**src/rtl/dtg_pkg.sv**
```systemverilog
package dtg_pkg;

    // Byte addresses of the two tone-code registers on the control port.
    localparam logic [7:0] HI_TONE_OFS = 8'h04;
    localparam logic [7:0] LO_TONE_OFS = 8'h05;
    // Both tone codes come out of reset as silence.
    localparam logic [7:0] CODE_RST    = 8'h00;

    // The phase accumulator is ten bits wide, so one code step is frame rate / 1024.
    localparam int PHASE_W    = 10;
    // Width of the linear sample handed to the receive path.
    localparam int SAMPLE_W   = 15;
    // Widths of the low-tone and high-tone table amplitudes.
    localparam int LO_W       = 6;
    localparam int HI_W       = 7;
    // Number of zero bits appended below the table amplitude.
    localparam int PAD_LSB    = 7;
    // Depth of the sample buffer in front of the receive path.
    localparam int FIFO_DEPTH = 4;
    // Frame rate and master clock rate; their ratio is the nominal frame spacing in cycles.
    localparam int FRAME_HZ   = 8000;
    localparam int MCLK_HZ    = 10000000;
    localparam int FRAME_CYC  = MCLK_HZ / FRAME_HZ;
    // Low-tone amplitude limits.
    localparam int LO_MAX     = 31;
    localparam int LO_MIN     = -32;
    // High-tone amplitude limits.
    localparam int HI_MAX     = 39;
    localparam int HI_MIN     = -40;
    // Full-scale feedback level of the density modulator.
    localparam logic [16:0] SD_FS = 17'h0_4000;

    // Quarter-wave sine at peak 31, index 16 first (2 dB below the high table).
    localparam logic [16:0][5:0] LO_TAB = {
        6'h1F, 6'h1F, 6'h1E, 6'h1E, 6'h1D, 6'h1B, 6'h1A, 6'h18, 6'h16,
        6'h14, 6'h11, 6'h0F, 6'h0C, 6'h09, 6'h06, 6'h03, 6'h00};
    // Quarter-wave sine at peak 39, index 16 first.
    localparam logic [16:0][6:0] HI_TAB = {
        7'h27, 7'h27, 7'h26, 7'h25, 7'h24, 7'h22, 7'h20, 7'h1E, 7'h1C,
        7'h19, 7'h16, 7'h12, 7'h0F, 7'h0B, 7'h08, 7'h04, 7'h00};

    // State of the tone generator apart from its sample buffer.
    typedef struct packed {
        logic [7:0]          hi_code;
        logic [7:0]          lo_code;
        logic [PHASE_W-1:0]  hi_phase;
        logic [PHASE_W-1:0]  lo_phase;
        logic                fs_meta;
        logic                fs_sync;
        logic                fs_prev;
        logic                pend;
        logic [SAMPLE_W-1:0] pend_data;
        logic [SAMPLE_W-1:0] dac;
        logic [16:0]         sd_err;
        logic                pdm;
        logic [7:0]          rdata;
    } dtg_state_type;

endpackage

```
**src/rtl/dtg_stream_if.sv**
```systemverilog
`timescale 1ns/1ns
// Carries samples between the generator and its buffer.
interface dtg_stream_if #(
    parameter int WIDTH = 15
);
    logic             push_valid; // Generator offers a sample.
    logic             push_ready; // Buffer has room.
    logic [WIDTH-1:0] push_data;  // Offered sample.
    logic             pop_valid;  // Buffer holds a sample.
    logic             pop_ready;  // Consumer takes the sample.
    logic [WIDTH-1:0] pop_data;   // Oldest buffered sample.

    // The generator fills and drains the buffer.
    modport gen  (output push_valid, push_data, pop_ready, input push_ready, pop_valid, pop_data);
    // The buffer side.
    modport fifo (input push_valid, push_data, pop_ready, output push_ready, pop_valid, pop_data);
endinterface

```
**src/rtl/dtg_fifo.sv**
```systemverilog
`timescale 1ns/1ns
// Small first-in first-out buffer with valid and ready on both sides.
module dtg_fifo #(
    parameter int WIDTH = 15,
    parameter int DEPTH = 4
) (
    input  wire logic mclk_i,
    input  wire logic rst_n_i,
    dtg_stream_if.fifo s
);
    localparam int AW = $clog2(DEPTH);

    // Whole buffer state in one record.
    typedef struct packed {
        logic [DEPTH-1:0][WIDTH-1:0] mem;
        logic [AW-1:0]               wptr;
        logic [AW-1:0]               rptr;
        logic [AW:0]                 count;
    } dtg_fifo_state_type;

    dtg_fifo_state_type st_reg;   // Registered state.
    dtg_fifo_state_type st_next;  // Next state.
    logic               do_push;  // A sample enters this cycle.
    logic               do_pop;   // A sample leaves this cycle.

    // Full and empty come straight from the occupancy count.
    assign s.push_ready = (st_reg.count != (AW+1)'(DEPTH));
    assign s.pop_valid  = (st_reg.count != '0);
    assign s.pop_data   = st_reg.mem[st_reg.rptr];
    assign do_push      = s.push_valid && s.push_ready;
    assign do_pop       = s.pop_valid && s.pop_ready;

    // Pointers wrap at the depth; a push and a pop together leave the count alone.
    always_comb begin
        st_next = st_reg;
        if (do_push) begin
            st_next.mem[st_reg.wptr] = s.push_data;
            st_next.wptr = (st_reg.wptr == AW'(DEPTH-1)) ? '0 : AW'(st_reg.wptr + 1'b1);
        end
        if (do_pop) begin
            st_next.rptr = (st_reg.rptr == AW'(DEPTH-1)) ? '0 : AW'(st_reg.rptr + 1'b1);
        end
        st_next.count = (AW+1)'(st_reg.count + (do_push ? 1'b1 : 1'b0) - (do_pop ? 1'b1 : 1'b0));
    end

    // State register.
    always_ff @(posedge mclk_i or negedge rst_n_i) begin
        if (!rst_n_i) begin
            st_reg <= '0;
        end else begin
            st_reg <= st_next;
        end
    end
endmodule

```
**src/rtl/dtg_tone_gen.sv**
```systemverilog
`timescale 1ns/1ns
// Behaviour
// - Code zero is silence; others select tone.
// - Tone reaches all outputs, gated per port.
// - High and low codes held separately.
// - Code write restarts table look-up for tone.
// - High-register tone is 2 dB louder.
// - Low-tone samples stay within +31 and -32.
// - High-tone samples stay within +39 and -40.
// - Widen amplitude: two top bits, seven zeros.
// - Buzzer output is single-ended density bit stream.
// - Buzzer tone taken after receive path.
// - Receive sample fed to modulator, drives buzzer.
// - Samples made once per frame sync while the pending slot is free.
module dtg_tone_gen (
    input  wire logic        mclk_i,           // Master clock.
    input  wire logic        rst_n_i,          // Asynchronous reset, active low.
    input  wire logic        frame_sync_i,     // Frame synchronisation pin, 8 kHz.
    input  wire logic        reg_wr_i,         // Register write strobe.
    input  wire logic        reg_rd_i,         // Register read strobe.
    input  wire logic [7:0]  reg_addr_i,       // Register address.
    input  wire logic [7:0]  reg_wdata_i,      // Register write data.
    output logic      [7:0]  reg_rdata_o,      // Register read data, one cycle after the strobe.
    input  wire logic        rx_en_i,          // Receive output port enable.
    input  wire logic        buzz_en_i,        // Buzzer output port enable.
    input  wire logic        rx_ready_i,       // Receive path takes a sample.
    output logic             rx_valid_o,       // A sample is offered to the receive path.
    output logic      [14:0] rx_sample_o,      // Dual-tone linear sample.
    output logic             buzzer_pdm_out_o  // Pulse-density buzzer drive.
);
    localparam int SW = dtg_pkg::SAMPLE_W;
    localparam int PW = dtg_pkg::PHASE_W;

    dtg_pkg::dtg_state_type st_reg;   // Registered state.
    dtg_pkg::dtg_state_type st_next;  // Next state.
    dtg_stream_if #(.WIDTH(SW)) buf_if ();

    logic          tick;      // One-cycle pulse at each rising frame sync edge.
    logic          wr_hi;     // Write to the high-tone code.
    logic          wr_lo;     // Write to the low-tone code.
    logic [6:0]    hi_amp;    // Current high-tone amplitude.
    logic [5:0]    lo_amp;    // Current low-tone amplitude.
    logic [SW-1:0] mix;       // Summed and widened sample.
    logic          pop_fire;  // Receive path takes a sample this cycle.
    logic [16:0]   sd_fb;     // Modulator feedback term.
    logic [16:0]   sd_sum;    // Modulator integrator input.

    // Looks up a signed sine amplitude from the quarter-wave tables.
    function automatic logic [6:0] tone_amp(input logic [PW-1:0] ph, input logic code_nz, input logic hi);
        logic [4:0] k;
        logic [4:0] idx;
        logic [6:0] mag;
        k   = {1'b0, ph[PW-3:PW-6]};
        idx = ph[PW-2] ? 5'(5'h10 - k) : k;
        mag = hi ? dtg_pkg::HI_TAB[idx] : {1'b0, dtg_pkg::LO_TAB[idx]};
        if (!code_nz) begin
            mag = '0;
        end
        return ph[PW-1] ? 7'(-mag) : mag;
    endfunction

    // Sign-fills two top bits and appends the zero padding below.
    function automatic logic [SW-1:0] widen(input logic [6:0] amp);
        return {amp[6], amp, {dtg_pkg::PAD_LSB{1'b0}}};
    endfunction

    // Register strobes decoded from the printed addresses.
    assign wr_hi = reg_wr_i && (reg_addr_i == dtg_pkg::HI_TONE_OFS);
    assign wr_lo = reg_wr_i && (reg_addr_i == dtg_pkg::LO_TONE_OFS);
    // Frame edge taken from the synchronised copy only.
    assign tick  = st_reg.fs_sync && !st_reg.fs_prev;

    // Each source has its own code and phase feeding its own look-up.
    assign hi_amp = tone_amp(st_reg.hi_phase, st_reg.hi_code != '0, 1'b1);
    assign lo_amp = 6'(tone_amp(st_reg.lo_phase, st_reg.lo_code != '0, 1'b0));
    assign mix    = SW'(widen(hi_amp) + widen({lo_amp[5], lo_amp}));

    // Buffer hookup; the receive path drains it.
    assign buf_if.push_valid = st_reg.pend;
    assign buf_if.push_data  = st_reg.pend_data;
    assign buf_if.pop_ready  = rx_ready_i;
    assign pop_fire          = buf_if.pop_valid && rx_ready_i;

    // A disabled receive port sees silence but the stream keeps flowing.
    assign rx_valid_o  = buf_if.pop_valid;
    assign rx_sample_o = rx_en_i ? buf_if.pop_data : '0;
    assign reg_rdata_o = st_reg.rdata;
    assign buzzer_pdm_out_o = st_reg.pdm;

    // Modulator loop: plus or minus full scale fed back by the sign bit of the last integrator value.
    assign sd_fb  = st_reg.sd_err[16] ? 17'(-dtg_pkg::SD_FS) : dtg_pkg::SD_FS;
    assign sd_sum = 17'(st_reg.sd_err + {{2{st_reg.dac[SW-1]}}, st_reg.dac} - sd_fb);

    // Sample buffer in front of the receive path.
    dtg_fifo #(
        .WIDTH (SW),
        .DEPTH (dtg_pkg::FIFO_DEPTH)
    ) u_fifo (
        .mclk_i  (mclk_i),
        .rst_n_i (rst_n_i),
        .s       (buf_if.fifo)
    );

    // Next-state logic for registers, sequencing and modulator.
    always_comb begin
        st_next = st_reg;
        // Two-stage synchroniser on the frame sync pin, then an edge history bit.
        st_next.fs_meta = frame_sync_i;
        st_next.fs_sync = st_reg.fs_meta;
        st_next.fs_prev = st_reg.fs_sync;
        // A taken sample frees the pending slot.
        if (buf_if.push_ready) begin
            st_next.pend = 1'b0;
        end
        // On a frame edge with the slot free, sample and advance both phases.
        if (tick && !st_reg.pend) begin
            st_next.pend      = 1'b1;
            st_next.pend_data = mix;
            st_next.hi_phase  = PW'(st_reg.hi_phase + st_reg.hi_code);
            st_next.lo_phase  = PW'(st_reg.lo_phase + st_reg.lo_code);
        end
        // A code write restarts that source from the table start.
        if (wr_hi) begin
            st_next.hi_code  = reg_wdata_i;
            st_next.hi_phase = '0;
        end
        if (wr_lo) begin
            st_next.lo_code  = reg_wdata_i;
            st_next.lo_phase = '0;
        end
        // Read data is registered; unmapped addresses read zero.
        if (reg_rd_i) begin
            if (reg_addr_i == dtg_pkg::HI_TONE_OFS) begin
                st_next.rdata = st_reg.hi_code;
            end else if (reg_addr_i == dtg_pkg::LO_TONE_OFS) begin
                st_next.rdata = st_reg.lo_code;
            end else begin
                st_next.rdata = '0;
            end
        end
        // The converter holds the sample last taken by the receive path.
        if (pop_fire) begin
            st_next.dac = buf_if.pop_data;
        end
        // First-order modulator turns the receive sample into one bit per clock.
        st_next.sd_err = sd_sum;
        st_next.pdm    = !sd_sum[16] && buzz_en_i;
    end

    // State register with constant reset values.
    always_ff @(posedge mclk_i or negedge rst_n_i) begin
        if (!rst_n_i) begin
            st_reg         <= '0;
            st_reg.hi_code <= dtg_pkg::CODE_RST;
            st_reg.lo_code <= dtg_pkg::CODE_RST;
        end else begin
            st_reg <= st_next;
        end
    end
endmodule

```
**config.mk**
```make
export PLATFORM = sky130hd
export DESIGN_NAME = dtg_tone_gen
export DESIGN_NICKNAME = d
export VERILOG_FILES = /design/src/rtl/dtg_pkg.sv /design/src/rtl/dtg_stream_if.sv /design/src/rtl/dtg_fifo.sv /design/src/rtl/dtg_tone_gen.sv
export SDC_FILE = /design/constraint.sdc
export NUM_CORES = 1
export LEC_CHECK = 0
export ABC_AREA = 1
export CORE_MARGIN = 10
export CORE_UTILIZATION = 30
export DETAILED_ROUTE_END_ITERATION = 8
export DONT_BUFFER_PORTS = 1
export PLACE_DENSITY_LB_ADDON = 0.25
export SYNTH_ARGS = -nofsm -noshare
export SYNTH_HDL_FRONTEND = slang
export SYNTH_SLANG_ARGS = --single-unit
```
**constraint.sdc**
```tcl
create_clock -name mclk_i -period 3.3 [get_ports mclk_i]
set_clock_uncertainty 0.05 [all_clocks]
set_input_delay 0.165 -clock mclk_i [delete_from_list [all_inputs] [get_ports mclk_i]]
set_output_delay 0.165 -clock mclk_i [all_outputs]
set_load 0.005 [all_outputs]
```
==> results.cfg, run 1 <==
[run_status]
status = finished, final reports clean

[finish]
area_delta_synth_final_pct = 18.7
final_core_util_pct = 36.3
multi_input_area_mm2 = 0.00391
final-seq-area_mm2 = 0.00295
largest_register_ffs = 59
nFillCells = 2612
finalNetCount = 1075
drive_gt1_share_pct = 13.0
n_antenna_cell = 0

[grt]
overflow = 0
antenna_found_initial = 0
grt_pass1_wl_um = 28500
grt_pass1_vias = 5921
track_usage_pct = 11.0
grt_max_degree = 119

[sta]
drv_slew = 0
hold_viol = 0
finalWorstPathRequiredPeriod_ns = 3.15
fin_ws_ns = 0.145
clock.fmax_mhz = 317
setup_violations = 0
worst_slew_pin_slew_ns = 0.651
final.period_utilization_pct = 95.6
maxSlewHeadroom_pct = 56.5

[synthesis]
yosys_register_bits = 118
ys_warn_count = 0
synth-edff-count = 0
synth_cells = 945
async_reset_ff_share_pct = 100
synth-main-ff-cell = dfrtp_1
seq_area_frac_synth_pct = 39.6
syn_area_per_cell_um2 = 7.89
synth_area_mm2 = 0.00745
ys_types = 40

[pwr]
cellPowerDensity_mw_per_mm2 = 927
leakage_nw = 4.32
p_switching_w = 0.00343
power_frac_seq_pct = 26.0
internal_power_w = 0.00478
clkPwrFrac_pct = 23.0
peakVddDrop_mv = 0.498
power_w = 0.00821
p_comb_share_pct = 51.1
p_sw_share_pct = 41.7

[route]
post-route-drc-count = 0
wl_per_cell_um = 12.8
drtIter0Drc = 332
first_pass_iters = 4
routed_wl_um = 16900
postRouteAntennaNets = 0
via_count = 6060
drt-vias-per-instance = 4.58

[setup_path]
cp_slowest_cell = dfrtp_1
cp-start-kind = flip-flop
path_buf_inv = 3
worstReg2RegEnd = buf_if.push_data[14]
reg2regPathDepth = 23
r2r_slack_ns = 0.15
crit_top_cell = nand2_1
path_depth = 23
worstSetupPathType = reg2reg
endpoint = buf_if.push_data[14]
worstSetupStartpoint = st_reg[74]
crit_family = adder cells
timing.rr.start = st_reg[74]
crit_chain = inv_2, ha_1, nand2_1, nand2_2, ha_4, inv_1, nand3_2, nand2_1, nand2_1, nand3_2, nand2_2, ha_4, nor2_4, xnor2_1, ha_1, a21o_1, o21ai_2, nand2_1, a21oi_2, inv_1, nand2_1, nand2_1, a22oi_1
critPathRequiredTime_ns = 3.57
cp_max_fo = 4
max_stage_delay_ns = 0.35
cp-end-kind = flip-flop
arrival_ns = 3.43

[clock_tree]
htreeDepth = 4
worstSkewPairLatency_ns = 0.41
cts_buffers = 17
clk_pin_slew_ns = 0.06
cts_root_buf = clkbuf_16
clockBufferDepth = 2
cts_sinks = 118
cts_tree = yes

[floorplan]
fp-row-count = 57
chipWidth_um = 178
die_area_mm2 = 0.0315
fp.dieH_um = 178
core_area_mm2 = 0.0244
start_util_pct = 30.6
num_io_pins = 49

[placed_design]
io_buffers = 0
place_ws_ns = -0.0975
gp_congestion = 0.824
dp_hpwl_um = 12000

[run]
max_cap_viol_count = 0

[worst_hold_path]
hold_class = in2reg
==> cell usage in the layout (no fill, tap or decap), types with 10 or more instances in the layout <==
cell           count
nand2_1          225
inv_1            136
dfrtp_1          118
o21ai_0           85
ha_1              56
nand3_1           51
a21oi_1           39
nor2_1            38
buf_4             37
nand2_2           17
clkbuf_16         17
xnor2_1           14
xor2_1            12
dlygate4sd3_1     12
o22ai_1           11
inv_2             10
==> worst min path at each step <==
stage,to,startpoint,slack (ns),depth (start not counted)
6_report,u_fifo.st_reg[3],rx_ready_i,0.05,3
4_1_cts,u_fifo.st_reg[3],rx_ready_i,0.03,3
5_1_grt,u_fifo.st_reg[3],rx_ready_i,0.08,3
3_3_place_gp,st_reg[23],rst_n_i,-0.18,0
3_5_place_dp,st_reg[23],rst_n_i,-0.18,0
2_1_floorplan,buf_if.push_data[10],rst_n_i,-0.18,0
==> cells in the mapped netlist (11+ instances only) <==
cell type,count,area (µm²)
nand2_1,233,875
inv_1,138,518
dfrtp_1,118,2950
o21ai_0,90,450
ha_1,61,763
nand3_1,55,275
a21oi_1,42,210
nor2_1,41,154
buf_4,15,113
xnor2_1,14,123
xor2_1,12,105
clkbuf_1,11,41.3
nand2_2,11,68.8
o22ai_1,11,68.8
==> area by class of cell <==
type / instances / area share, %
Timing Repair Buffer: 50 / 4.81
Multi-Input combinational cell: 648 / 44.1
Tap cell: 324 / 4.58
Clock inverter: 13 / 1.61
Sequential cell: 118 / 33.4
Inverter: 150 / 6.39
Clock buffer: 19 / 5.12
==> logic make-up after synthesis <==
kind of cell	share of synthesized area (%)
adder cells (fa/ha/maj)	11.6
other	0.0503
AO/OA/AOI/OAI	14.0
flip-flops	39.6
buffers and inverters	10.4
XOR/XNOR	3.06
AND/OR/NAND/NOR	21.3
==> timing repair <==
item / in CTS / in global routing
endpoints found under the setup margin: 3 / 5
hold endpoints to repair: 144 / 0
resized for setup: 6 / 34
pin swaps: 1 / 19
buffers inserted: 0 / 6
hold buffers: 13 / 0
==> power groups by stage <==
stage	combinational (W)	clock, W	sequential [W]
2_1_floorplan	0.00303	0	0.00210
3_3_place_gp	0.00388	0	0.00215
3_5_place_dp	0.00389	0	0.00216
4_1_cts	0.00398	0.00193	0.00213
5_1_grt	0.00484	0.00199	0.00219
6_report	0.00419	0.00188	0.00213
==> worst min-delay path: cells and delay by family <==
kind	cells	cell delay, ns
and+or+nand+nor	1	0.07
buffers and inverters	1	0.14
AOI/OAI and AO/OA	1	0.09
==> metrics by stage <==
step                      instances  TNS (ns)  area, µm²  hold slack [ns]
after floorplan                 951         0       7480           -0.181
after global placement         1271   -0.0794       7900           -0.176
after detailed placement       1271    -0.240       7900           -0.176
after CTS                      1316         0       8650           0.0306
after global routing           1322   -0.0241       8850           0.0792
final                          1322         0       8850           0.0478
==> metal layers <==
| metal | GRT usage, % | vias to the layer above | part of all wire (%) |
|---|---|---|---|
| met1 | 14.2 | 2802 | 48 |
| met5 | 0 | - | 0 |
| met2 | 17.2 | 95 | 45 |
| met4 | 3.68 | 0 | 1.4 |
| li1 | - | 3145 | - |
| met3 | 3.42 | 18 | 5.3 |
Note: power is estimated with default switching activity, not from simulation.
==> run 2: changes to the inputs <==
==> constraint.sdc (replaced) <==
create_clock -name mclk_i -period 2.9 [get_ports mclk_i]
set_clock_uncertainty 0.05 [all_clocks]
set_input_delay 0.145 -clock mclk_i [delete_from_list [all_inputs] [get_ports mclk_i]]
set_output_delay 0.145 -clock mclk_i [all_outputs]
set_load 0.005 [all_outputs]
==> run 2 against run 1 <==
Effect of this change: the run now ends with negative setup slack left; die area is the same; power increased by 18%; first-iteration DRC count shrank 1.8%; design area increased by 3.8%; sequential cell count did not move; via count is 1.9% higher; worst setup slack worse by 0.28 ns; sequential power is 14% higher; utilization up 1.4 points; register-to-register slack worse by 0.28 ns; combinational power grew 23%; critical path type unchanged; largest cell class unchanged.
==> results.cfg, run 2 (synthesized netlist as in run 1, its figures left out) <==
[placed_design]
dp_hpwl_um = 12400
gp_congestion = 0.801
io_buffers = 0
place_area_mm2 = 0.00829

[worst_hold_path]
hold_path.startpoint = rx_ready_i
min_to = u_fifo.st_reg[3]
hold_class = in2reg
whs_path_depth = 4

[clock_tree]
cts_root_buf = clkbuf_16
cts_tree = yes
worstSkewPairLatency_ns = 0.42
clk_pin_slew_ns = 0.06
cts_buffers = 17
htreeDepth = 4
cts_sinks = 118
clockBufferDepth = 2

[floorplan]
fp-row-count = 57
chipWidth_um = 178
num_io_pins = 49
die_area_mm2 = 0.0315
fp.dieH_um = 178
core_area_mm2 = 0.0244
start_util_pct = 30.6

[sta]
fin_ws_ns = -0.134
drv_slew = 0
maxSlewHeadroom_pct = 56.2
hold_viol = 0
final.period_utilization_pct = 105
fin_tns_setup_ns = -0.371
whs_ns = 0.0378
worst_slew_pin_slew_ns = 0.656
finalWorstPathRequiredPeriod_ns = 3.03
rsz0062_at_grt = yes
clock.fmax_mhz = 330
setup_violations = 4

[pwr]
clkPwrFrac_pct = 21.4
power_frac_seq_pct = 25.2
peakVddDrop_mv = 0.579
p_comb_share_pct = 53.4
p_sw_share_pct = 41.5
p_switching_w = 0.00401
cellPowerDensity_mw_per_mm2 = 1050
leakage_nw = 4.50
internal_power_w = 0.00565

[grt]
antenna_found_initial = 0
grt_max_degree = 119
grt_pass1_wl_um = 29400
grt_pass1_vias = 6086
overflow = 0
track_usage_pct = 11.3
busiest_layer = met2
grtUsageMet3_pct = 3.46
use_met2_pct = 17.7
use_met1_pct = 14.9

[setup_path]
cp_slowest_cell = dfrtp_1
cp-start-kind = flip-flop
cp-end-kind = flip-flop
critPathRequiredTime_ns = 3.13
r2r_slack_ns = -0.13
path_depth = 20
reg2regPathDepth = 20
crit_family = adder cells
timing.rr.start = st_reg[64]
worstReg2RegEnd = buf_if.push_data[13]
path_buf_inv = 3
crit_chain = inv_4, ha_4, nand2_4, nand2_4, ha_4, inv_1, nand2_1, nand3_2, nand3_2, nand2_2, ha_4, o21ai_4, buf_4, fa_2, o21ai_2, nand2_2, nand2_2, a21oi_2, xor2_1, o21ai_1
max_stage_delay_ns = 0.41
worstSetupPathType = reg2reg
cp_max_fo = 5
arrival_ns = 3.26

[finish]
n_antenna_cell = 0
largest_register_ffs = 59
finalNetCount = 1108
final_core_util_pct = 37.7
drive_gt1_share_pct = 17.1
final_common_cell = nand2_1
area_delta_synth_final_pct = 23.2
final_cell_mix = 224 x nand2_1, 135 x inv_1, 117 x dfrtp_1
final_area_mm2 = 0.00919

[route]
drt-vias-per-instance = 4.56
post-route-drc-count = 0
first_pass_iters = 5
postRouteAntennaNets = 0
drtIter0Drc = 326
routed_wl_um = 17200
via_count = 6177
wl_per_cell_um = 12.7

[run_status]
status = finished, violations left
violations = negative setup slack

[run]
max_cap_viol_count = 0
## run 2: layout make-up
type | instances | area [µm²]
timing repair buffer | 83 | 673
clock inverter | 13 | 123
fill | 2534 | 15200
sequential | 118 | 2950
inverter | 150 | 571
tap | 324 | 405
clock buffer | 19 | 453
multi-input combinational | 648 | 4010
## run 2: power groups by stage
stage / Combinational (W) / Clock [W] / Sequential (W)
2_1_floorplan: 0.00363 / 0 / 0.00240
3_3_place_gp: 0.00486 / 0 / 0.00245
3_5_place_dp: 0.00488 / 0 / 0.00246
4_1_cts: 0.00498 / 0.00213 / 0.00244
5_1_grt: 0.00597 / 0.00220 / 0.00250
6_report: 0.00516 / 0.00206 / 0.00243
## run 2: worst max-delay path by stage
| stage | startpoint | to |
|---|---|---|
| after floorplan | st_reg[74] | buf_if.push_data[14] |
| after global placement | st_reg[65] | buf_if.push_data[14] |
| after detailed placement | st_reg[65] | buf_if.push_data[14] |
| after CTS | st_reg[74] | buf_if.push_data[14] |
| after global routing | st_reg[75] | buf_if.push_data[14] |
| final | st_reg[64] | buf_if.push_data[13] |
## run 2: tightest hold or removal path, stage by stage
cell and delay, ns:
nand2_1 0.06, inv_1 0.12, nand2_1 0.07, o21ai_0 0.06
## run 2: per-layer routing
metal | vias up | part of all wire (%) | wire length (µm)
li1 | 3222 | - | -
met2 | 105 | 45 | 7780
met3 | 12 | 5.2 | 897
met5 | - | 0 | 0
met1 | 2838 | 49 | 8430
met4 | 0 | 0.69 | 119
## run 2: timing repair
| item | CTS | global route |
|---|---|---|
| endpoints found under the setup margin | 4 | 5 |
| pin swaps | 15 | 19 |
| resized for setup | 10 | 20 |
| setup buffers | 1 | 5 |
| cloned | 0 | 0 |
| hold buffers | 11 | 2 |
| endpoints found under the hold margin | 144 | 118 |
## run 2: per-stage QoR
| stage | power, W | instances | setup slack (ns) |
|---|---|---|---|
| finish | 0.00966 | 1355 | -0.134 |
| global route | 0.0107 | 1355 | -0.353 |
| CTS | 0.00954 | 1348 | -0.168 |
| detailed placement | 0.00734 | 1304 | -0.250 |
| global placement | 0.00731 | 1304 | -0.245 |
| floorplan | 0.00603 | 951 | -0.156 |
